## src/hdl/tpw_pkg.sv

```systemverilog
// Constants shared by the tick prescaler and timeout guard.
// Assumes an 8-bit special-function register port with addresses 00..FF.
package tpw_pkg;
    // Register addresses
    localparam logic [7:0] ADDR_MS_DIV_LOW  = 8'hFC;
    localparam logic [7:0] ADDR_MS_DIV_HIGH = 8'hFD;
    localparam logic [7:0] ADDR_HMS_DIV     = 8'hFE;
    localparam logic [7:0] ADDR_GUARD_CTRL  = 8'hFF;
    // Values after reset
    localparam logic [7:0] RST_MS_DIV_LOW   = 8'h9F;
    localparam logic [7:0] RST_MS_DIV_HIGH  = 8'h0F;
    localparam logic [7:0] RST_HMS_DIV      = 8'h63;
    localparam logic [7:0] RST_GUARD_CTRL   = 8'h00;
    // Control field positions
    localparam int unsigned BIT_ENABLE_SEQ  = 7;
    localparam int unsigned BIT_DISABLE_SEQ = 6;
    localparam int unsigned BIT_RESTART_SEQ = 5;
    localparam int unsigned COUNT_MSB       = 4;
    localparam int unsigned COUNT_W         = 5;
endpackage

```

## src/hdl/tpw_divider.sv

```systemverilog
// Reloading divider: one-cycle tick every (divisor + 1) enabled cycles.
// Assumes step_en is a single-cycle pulse or a constant high level.
`timescale 1ns/1ps
module tpw_divider #(
    parameter int unsigned WIDTH = 16
) (
    // Clock and reset
    input  wire logic             clk,
    input  wire logic             reset_n,
    // Control
    input  wire logic             step_en,
    input  wire logic [WIDTH-1:0] divisor,
    // Result
    output logic                  tick_q
);
    logic [WIDTH-1:0] cnt_q;
    logic [WIDTH-1:0] cnt_d;
    wire              wrap = (cnt_q >= divisor);   // >= so a lowered divisor never overruns

    assign cnt_d = !step_en ? cnt_q : (wrap ? '0 : cnt_q + 1'b1);

    always_ff @(posedge clk or negedge reset_n) begin
        if (!reset_n) begin
            cnt_q  <= '0;
            tick_q <= 1'b0;
        end else begin
            cnt_q  <= cnt_d;
            tick_q <= step_en && wrap;
        end
    end

    div_wrap_tick_a: assert property (@(posedge clk) disable iff (!reset_n)
        (step_en && cnt_q == divisor) |=> (tick_q && cnt_q == '0))
        else $error("divider did not tick on reaching its divisor");
    div_no_early_a: assert property (@(posedge clk) disable iff (!reset_n)
        tick_q |-> $past(step_en))
        else $error("divider ticked without a step");
endmodule // tpw_divider

```

## src/hdl/tpw_guard.sv

```systemverilog
// Top of the tick prescaler with its timeout guard counter.
// Assumes single-cycle register strobes on the system clock; one access at a time.
`timescale 1ns/1ps
module tpw_guard (
    // Clock and reset
    input  wire logic       clk,
    input  wire logic       reset_n,
    // Special-function register port
    input  wire logic [7:0] sfr_addr,
    input  wire logic       sfr_wr,
    input  wire logic [7:0] sfr_wdata,
    input  wire logic       sfr_rd,
    output logic      [7:0] sfr_rdata_q,
    // Ticks and expiry
    output logic            ms_tick_q,
    output logic            hms_tick_q,
    output logic            guard_running_q,
    output logic            guard_expired_q
);
    logic [7:0]                      ms_div_low_q;
    logic [7:0]                      ms_div_high_q;
    logic [7:0]                      hms_div_q;
    logic [tpw_pkg::COUNT_W-1:0]     guard_timeout_count_q;
    logic [2:0]                      seq_armed_q;   // bits 7..5 as last written
    logic [tpw_pkg::COUNT_W:0]       guard_cnt_q;
    logic [tpw_pkg::COUNT_W:0]       guard_cnt_d;
    logic                            running_d;
    logic                            ms_tick;
    logic                            hms_tick;

    // Expiry point of the guard counter, shared by the logic and its checks
    function automatic logic [tpw_pkg::COUNT_W:0] expiry_limit(
        input logic [tpw_pkg::COUNT_W-1:0] count
    );
        expiry_limit = {1'b0, count} + 1'b1;
    endfunction

    // Register decode
    wire wr_low   = sfr_wr && sfr_addr == tpw_pkg::ADDR_MS_DIV_LOW;
    wire wr_high  = sfr_wr && sfr_addr == tpw_pkg::ADDR_MS_DIV_HIGH;
    wire wr_hms   = sfr_wr && sfr_addr == tpw_pkg::ADDR_HMS_DIV;
    wire wr_ctrl  = sfr_wr && sfr_addr == tpw_pkg::ADDR_GUARD_CTRL;
    wire [2:0] new_seq = sfr_wdata[tpw_pkg::BIT_ENABLE_SEQ:tpw_pkg::BIT_RESTART_SEQ];

    // Falling sequence per bit: armed by a 1, fired by the following 0
    wire [2:0] seq_fire   = wr_ctrl ? (seq_armed_q & ~new_seq) : 3'h0;
    wire       fire_en    = seq_fire[2];
    wire       fire_dis   = seq_fire[1];
    wire       fire_rst   = seq_fire[0];
    wire [tpw_pkg::COUNT_W:0] limit = expiry_limit(guard_timeout_count_q);
    // Expiry on the tick after the counter reaches count plus 1, so count plus 2 ticks; the first tick lands anywhere in its period
    // >= so a count lowered below the counter expires at the next tick, not after a wrap
    wire       expire_now = guard_running_q && hms_tick && !fire_rst
                            && guard_cnt_q >= limit;

    // Enable wins if both sequences complete in one write: a guard is safer on
    assign running_d   = fire_en ? 1'b1 : (fire_dis ? 1'b0 : guard_running_q);
    assign guard_cnt_d = (fire_rst || expire_now) ? '0 :
                         (guard_running_q && hms_tick) ? guard_cnt_q + 1'b1 : guard_cnt_q;

    wire [7:0] ctrl_view = {seq_armed_q, guard_timeout_count_q};
    wire [7:0] rd_mux    = (sfr_addr == tpw_pkg::ADDR_MS_DIV_LOW)  ? ms_div_low_q  :
                           (sfr_addr == tpw_pkg::ADDR_MS_DIV_HIGH) ? ms_div_high_q :
                           (sfr_addr == tpw_pkg::ADDR_HMS_DIV)     ? hms_div_q     :
                           (sfr_addr == tpw_pkg::ADDR_GUARD_CTRL)  ? ctrl_view     : 8'h00;

    always_ff @(posedge clk or negedge reset_n) begin
        if (!reset_n) begin
            ms_div_low_q          <= tpw_pkg::RST_MS_DIV_LOW;
            ms_div_high_q         <= tpw_pkg::RST_MS_DIV_HIGH;
            hms_div_q             <= tpw_pkg::RST_HMS_DIV;
            seq_armed_q           <= tpw_pkg::RST_GUARD_CTRL[7:5];
            guard_timeout_count_q <= tpw_pkg::RST_GUARD_CTRL[4:0];
        end else begin
            if (wr_low)  ms_div_low_q  <= sfr_wdata;
            if (wr_high) ms_div_high_q <= sfr_wdata;
            if (wr_hms)  hms_div_q     <= sfr_wdata;
            if (wr_ctrl) begin
                seq_armed_q           <= new_seq;
                guard_timeout_count_q <= sfr_wdata[tpw_pkg::COUNT_MSB:0];
            end
        end
    end

    always_ff @(posedge clk or negedge reset_n) begin
        if (!reset_n) begin
            guard_running_q <= 1'b0;
            guard_cnt_q     <= '0;
            guard_expired_q <= 1'b0;
            sfr_rdata_q     <= 8'h00;
            ms_tick_q       <= 1'b0;
            hms_tick_q      <= 1'b0;
        end else begin
            guard_running_q <= running_d;
            guard_cnt_q     <= guard_cnt_d;
            guard_expired_q <= expire_now;
            if (sfr_rd) sfr_rdata_q <= rd_mux;
            ms_tick_q       <= ms_tick;
            hms_tick_q      <= hms_tick;
        end
    end

    // Millisecond prescaler, free running
    tpw_divider #(.WIDTH(16)) u_ms_div (
        .clk     (clk),
        .reset_n (reset_n),
        .step_en (1'b1),
        .divisor ({ms_div_high_q, ms_div_low_q}),
        .tick_q  (ms_tick)
    );

    // Hundred-millisecond prescaler, stepped by the millisecond tick
    tpw_divider #(.WIDTH(8)) u_hms_div (
        .clk     (clk),
        .reset_n (reset_n),
        .step_en (ms_tick),
        .divisor (hms_div_q),
        .tick_q  (hms_tick)
    );

    // Helper: clocks since last millisecond tick, and whether divisors moved
    logic [16:0] gap_q;
    logic        div_moved_q;
    logic        ms_seen_q;
    always_ff @(posedge clk or negedge reset_n) begin
        if (!reset_n) begin
            gap_q       <= '0;
            div_moved_q <= 1'b0;
            ms_seen_q   <= 1'b0;
        end else begin
            gap_q       <= ms_tick ? 17'h00001 : gap_q + 1'b1;
            div_moved_q <= ms_tick ? (wr_low || wr_high) : (div_moved_q || wr_low || wr_high);
            ms_seen_q   <= ms_seen_q || ms_tick;
        end
    end

    // Helper: millisecond ticks since last hundred-ms tick, and whether its divisor moved
    logic [8:0] ms_in_hms_q;
    logic       hms_moved_q;
    logic       hms_seen_q;
    always_ff @(posedge clk or negedge reset_n) begin
        if (!reset_n) begin
            ms_in_hms_q <= '0;
            hms_moved_q <= 1'b0;
            hms_seen_q  <= 1'b0;
        end else begin
            ms_in_hms_q <= hms_tick ? {8'h00, ms_tick} : ms_in_hms_q + {8'h00, ms_tick};
            hms_moved_q <= hms_tick ? wr_hms : (hms_moved_q || wr_hms);
            hms_seen_q  <= hms_seen_q || hms_tick;
        end
    end

    ms_period_a: assert property (@(posedge clk) disable iff (!reset_n)
        (ms_tick && ms_seen_q && !div_moved_q)
            |-> gap_q == {1'b0, ms_div_high_q, ms_div_low_q} + 17'h00001)
        else $error("millisecond tick period wrong");
    hms_follows_ms_a: assert property (@(posedge clk) disable iff (!reset_n)
        hms_tick |-> $past(ms_tick))
        else $error("hundred-ms tick without millisecond tick");
    enable_seq_a: assert property (@(posedge clk) disable iff (!reset_n)
        (wr_ctrl && seq_armed_q[2] && !sfr_wdata[7]) |=> guard_running_q)
        else $error("enable sequence did not start guard");
    disable_seq_a: assert property (@(posedge clk) disable iff (!reset_n)
        (wr_ctrl && seq_armed_q[1] && !sfr_wdata[6] && !fire_en) |=> !guard_running_q)
        else $error("disable sequence did not stop guard");
    restart_seq_a: assert property (@(posedge clk) disable iff (!reset_n)
        (wr_ctrl && seq_armed_q[0] && !sfr_wdata[5]) |=> (guard_cnt_q == '0 && !guard_expired_q))
        else $error("restart sequence did not clear counter");
    expiry_cause_a: assert property (@(posedge clk) disable iff (!reset_n)
        guard_expired_q |-> $past(guard_running_q && hms_tick
                                  && guard_cnt_q >= expiry_limit(guard_timeout_count_q)))
        else $error("guard expired at the wrong count");
    low_readback_a: assert property (@(posedge clk) disable iff (!reset_n)
        (sfr_rd && sfr_addr == tpw_pkg::ADDR_MS_DIV_LOW && !sfr_wr)
            |=> sfr_rdata_q == ms_div_low_q)
        else $error("low divisor byte read back wrong");
    lone_zero_a: assert property (@(posedge clk) disable iff (!reset_n)
        (wr_ctrl && !seq_armed_q[2] && !guard_running_q) |=> !guard_running_q)
        else $error("guard started without a one-then-zero sequence");

    hms_period_a: assert property (@(posedge clk) disable iff (!reset_n)
        (hms_tick && hms_seen_q && !hms_moved_q)
            |-> ms_in_hms_q == {1'b0, hms_div_q} + 9'h001)
        else $error("hundred-ms tick period wrong");
    hms_lag_a: assert property (@(posedge clk) disable iff (!reset_n)
        hms_tick_q |-> $past(ms_tick_q))
        else $error("hundred-ms tick output not one cycle after millisecond tick");
    expiry_fires_a: assert property (@(posedge clk) disable iff (!reset_n)
        (guard_running_q && hms_tick && !fire_rst && guard_cnt_q >= limit)
            |=> (guard_expired_q && guard_cnt_q == '0 && guard_running_q))
        else $error("guard did not expire at its limit");
    stopped_quiet_a: assert property (@(posedge clk) disable iff (!reset_n)
        !guard_running_q |=> !guard_expired_q)
        else $error("stopped guard expired");
    stopped_hold_a: assert property (@(posedge clk) disable iff (!reset_n)
        (!guard_running_q && !fire_rst) |=> $stable(guard_cnt_q))
        else $error("stopped guard counter moved");
    lone_restart_a: assert property (@(posedge clk) disable iff (!reset_n)
        (wr_ctrl && !seq_armed_q[0] && !hms_tick) |=> $stable(guard_cnt_q))
        else $error("guard counter cleared without a one-then-zero sequence");
    lone_disable_a: assert property (@(posedge clk) disable iff (!reset_n)
        (wr_ctrl && !seq_armed_q[1] && guard_running_q) |=> guard_running_q)
        else $error("guard stopped without a one-then-zero sequence");
    high_readback_a: assert property (@(posedge clk) disable iff (!reset_n)
        (sfr_rd && sfr_addr == tpw_pkg::ADDR_MS_DIV_HIGH && !sfr_wr)
            |=> sfr_rdata_q == ms_div_high_q)
        else $error("high divisor byte read back wrong");
    hms_readback_a: assert property (@(posedge clk) disable iff (!reset_n)
        (sfr_rd && sfr_addr == tpw_pkg::ADDR_HMS_DIV && !sfr_wr)
            |=> sfr_rdata_q == hms_div_q)
        else $error("hundred-ms divisor read back wrong");
    ctrl_readback_a: assert property (@(posedge clk) disable iff (!reset_n)
        (sfr_rd && sfr_addr == tpw_pkg::ADDR_GUARD_CTRL && !sfr_wr)
            |=> sfr_rdata_q == {seq_armed_q, guard_timeout_count_q})
        else $error("control register read back wrong");
    unmapped_read_a: assert property (@(posedge clk) disable iff (!reset_n)
        (sfr_rd && sfr_addr < tpw_pkg::ADDR_MS_DIV_LOW) |=> sfr_rdata_q == 8'h00)
        else $error("unmapped address read back nonzero");
endmodule // tpw_guard

```

## config.mk

```make
export PLATFORM = sky130hd
export DESIGN_NAME = tpw_guard
export DESIGN_NICKNAME = d
export VERILOG_FILES = /design/src/hdl/tpw_pkg.sv /design/src/hdl/tpw_divider.sv /design/src/hdl/tpw_guard.sv
export SDC_FILE = /design/constraint.sdc
export NUM_CORES = 1
export LEC_CHECK = 0
export BUFFER_PORTS_ARGS = -buffer_cell sky130_fd_sc_hd__buf_2
export CORE_MARGIN = 5
export CORE_UTILIZATION = 67
export CTS_BUF_LIST = sky130_fd_sc_hd__clkbuf_4 sky130_fd_sc_hd__clkbuf_8
export DETAILED_ROUTE_END_ITERATION = 8
export GPL_TIMING_DRIVEN = 1
export HOLD_SLACK_MARGIN = 0.12
export PLACE_DENSITY = 0.86
export SETUP_SLACK_MARGIN = 0.1
export SLEW_MARGIN = 15
export SYNTH_ARGS = -nofsm -noshare
export SYNTH_HDL_FRONTEND = slang
export SYNTH_SLANG_ARGS = --single-unit
export TNS_END_PERCENT = 1
```

## constraint.sdc

```tcl
create_clock -name clk -period 3.3 [get_ports clk]
set_input_delay 0.33 -clock clk [delete_from_list [all_inputs] [get_ports clk]]
set_output_delay 0.33 -clock clk [all_outputs]
set_load 0.05 [all_outputs]
```

==> results.ini <==
[status]
status = completed

[synth]
synth_top_area_share_pct = 36.8
synth_top_family_by_area = simple AND/OR/NAND/NOR gates
yosys.area.top_type = dfrtp_1
synth_ff_type = dfrtp_1
syn-instance-count = 382
synth_area_leaders = dfrtp_1 37%, ha_1 10%, dfstp_2 8.7%, mux2_2 8.6%, mux4_2 4.3%
synth-adder-area-share_pct = 10.1
yosys.area_share.simple_pct = 14.3
synth_cell_type_count = 48
synth_compound_area_share_pct = 7.66
synth_edf_count = 0
synth_seq_cells = 76
synthXorXnorAreaFrac_pct = 4.36
synth_warnings = 0
synthArstFlopShare_pct = 100
ys_seq_area_share_pct = 45.5
syn_nets = 436
syn_area_mm2 = 0.00421
syn_area_per_cell_um2 = 11.0
synth_mux_area_share_pct = 12.8

[die]
die_x_um = 89.3
start_util_pct = 69.9
die_area_mm2 = 0.00798
pin_count = 32
num_rows = 28
die_y_um = 89.3
core-area_mm2 = 0.00603

[worst_setup_path]
critical_path.cell_chain = ha_1 > xnor2_1 > ha_1 > a21oi_1 > o21ai_0 > a221oi_2 > nand4_1 > a21oi_1
crit_type = reg -> reg
worstPathRequired_ns = 3.56
cp.arrival_ns = 2.93
critPathMaxStageDelay_ns = 0.65
critPathLaunchType = flip-flop
cp_max_fo = 9
crit_path_top_delay_cell = a221oi_2
end_kind = flip-flop

[drt]
wire_per_inst_um = 18.2
num_vias = 2998
routed_wl_mm = 9.05
drt_iter0_drc = 212
via_per_inst = 6.03
drtAntennaViolNets = 0
drc = 0
drt-pass1-iter-count = 4

[timing]
period_needed_ns = 2.67
rsz0062_at_grt = false
maxSlewViolCount = 0
hold_viol_final = 0
finClkSkew_ns = 0.0136
maxSlewHeadroom_pct = 35.3
worst-slew-pin-transition_ns = 0.969
fmax_mhz = 375
setup_tns_ns = 0
period_share_pct = 80.9
setup_viol = 0

[layout]
ff_latch_area_mm2 = 0.00192
syn_to_final_growth_pct = 10.4
multi_input_area_mm2 = 0.00207
drive_above_1_share_pct = 27.5
nNetsFinal = 471
utilization_pct = 77.2
antenna_cells = 0
fill_cells = 391

[place]
io_buffer_count = 31
place.gp.congestion = 0.835
dp_hpwl_mm = 6.44

[clock_network]
cts_sinks = 76
clockBufferDepth = 2
worstSkewPairLatency_ns = 0.36
numCtsBuffers = 9
path_clk_slew_ns = 0.08
ctsHoldBuffers = 0
cts_tree = built
cts_root_buf = clkbuf_8
h-tree-depth = 3
post_cts_resized = 0
post_cts_buffers = 0

[flow_run]
maxCapViolations = 0

[global_route]
grt_antenna_before_repair = 0
grt_pass1_vias = 3089
grt_max_degree = 77
grt.total_usage_pct = 25.2
gr-total-overflow = 0
grt_pass1_wl_mm = 15.1

[min_path]
hp-class = in -> async

[pwr]
power_leakage_uw = 0.00214
ir_drop_v = 0.000367
powerDensity_mw_per_mm2 = 497

worst max-delay path: cells and delay by family, from the launching register on:
| family | cells | cell delay [ns] |
|---|---|---|
| compound gates | 4 | 1.25 |
| xor+xnor | 1 | 0.13 |
| fa+ha+maj | 2 | 0.54 |
| flops | 1 | 0.43 |
| simple gates | 1 | 0.22 |
cells by family after synthesis:
kind of cell	Yosys count
buf+inv	54
xor+xnor	21
flops	76
fa+ha+maj	34
compound gates	48
simple gates	109
mux	40
flip-flops by register name, indices dropped and copies added (netlist names):
signal and count:
hms_tick_q 1, hms_div_q 8, u_ms_div.cnt_q 16, guard_expired_q 1, seq_armed_q 3, u_hms_div.cnt_q 8
guard_cnt_q 6, ms_div_high_q 8, u_ms_div.tick_q 1, ms_div_low_q 8, ms_tick_q 1, guard_running_q 1
sfr_rdata_q 8, guard_timeout_count_q 5, u_hms_div.tick_q 1
final timing paths:
kind | slack (ns) | depth (start not counted) | from | endpoint
max in group asynchronous | 2.59 | 1 | reset_n | u_ms_div.tick_q
min | 0.10 | 1 | reset_n | guard_cnt_q[4]
min in group clk | 0.28 | 2 | sfr_wdata[7] | seq_armed_q[2]
min reg2reg | 0.48 | 0 | u_hms_div.tick_q | hms_tick_q
max | 0.63 | 8 | guard_timeout_count_q[0] | guard_cnt_q[1]
max reg2reg | 0.63 | 8 | guard_timeout_count_q[0] | guard_cnt_q[1]
metrics by stage:
| step | cell area (um^2) | total power (uW) | setup slack (ns) | hold slack, ns | std cells |
|---|---|---|---|---|---|
| global route | 4650 | 2410 | 0.508 | 0.174 | 497 |
| detailed placement | 4420 | 1500 | 0.821 | 0.450 | 481 |
| floorplan | 4210 | 1380 | 1.12 | 0.0344 | 382 |
| global placement | 4420 | 1470 | 0.973 | 0.417 | 481 |
| finish | 4650 | 2310 | 0.631 | 0.104 | 497 |
| CTS | 4650 | 2320 | 0.688 | 0.151 | 497 |
cell usage in the layout, fill, tap and decap left out, types with 3 or more instances in the layout:
cell type  Yosys  final
a21oi_1       11     11
and3_1         3      3
and4_1         3      3
buf_2          2     30
clkbuf_8       0     11
dfrtp_1       62     62
dfstp_2       14     14
ha_1          34     34
inv_1         47     47
mux2_2        32     32
mux4_2         8      8
nand2_1       21     21
nand2b_1       3      3
nand3_1       20     20
nand4_1        8      8
nor2_1        26     26
nor2b_1        3      3
nor3_1         8      8
nor3b_1        3      3
o21ai_0       12     12
o22ai_1        8      8
xnor2_1       11     11
xor2_1        10     10
where the power goes:
group / internal [uW] / leakage, uW / switching [uW] / total [uW]
logic: 149 / 0.00105 / 246 / 395
registers: 1010 / 0.000966 / 81.9 / 1090
clock network: 475 / 0.000116 / 355 / 830
layout make-up:
type	instances	share of cell area [%]
multi-input cells	252	44.6
flip-flops and latches	76	41.2
inverters	47	3.79
clock buffers	12	3.41
repair buffers	31	3.39
well taps	75	2.02
clock inverters	4	1.56
cells in the mapped netlist, types with 3 or more instances:
cell type and n:
a21oi_1 11, and3_1 3, and4_1 3, dfrtp_1 62, dfstp_2 14, ha_1 34, inv_1 47, mux2_2 32
mux4_2 8, nand2_1 21, nand2b_1 3, nand3_1 20, nand4_1 8, nor2_1 26, nor2b_1 3, nor3_1 8
nor3b_1 3, o21ai_0 12, o22ai_1 8, xnor2_1 11, xor2_1 10
metal layers:
metal  vias to the layer above  wire (um)  GRT usage (%)
met1                      1475       3800           32.3
met5                         -          0              0
met4                         0        185           10.6
li1                       1403          -              -
met3                        16        561           3.87
met2                       104       4500           42.7
Power figures use the tool's default switching activity.
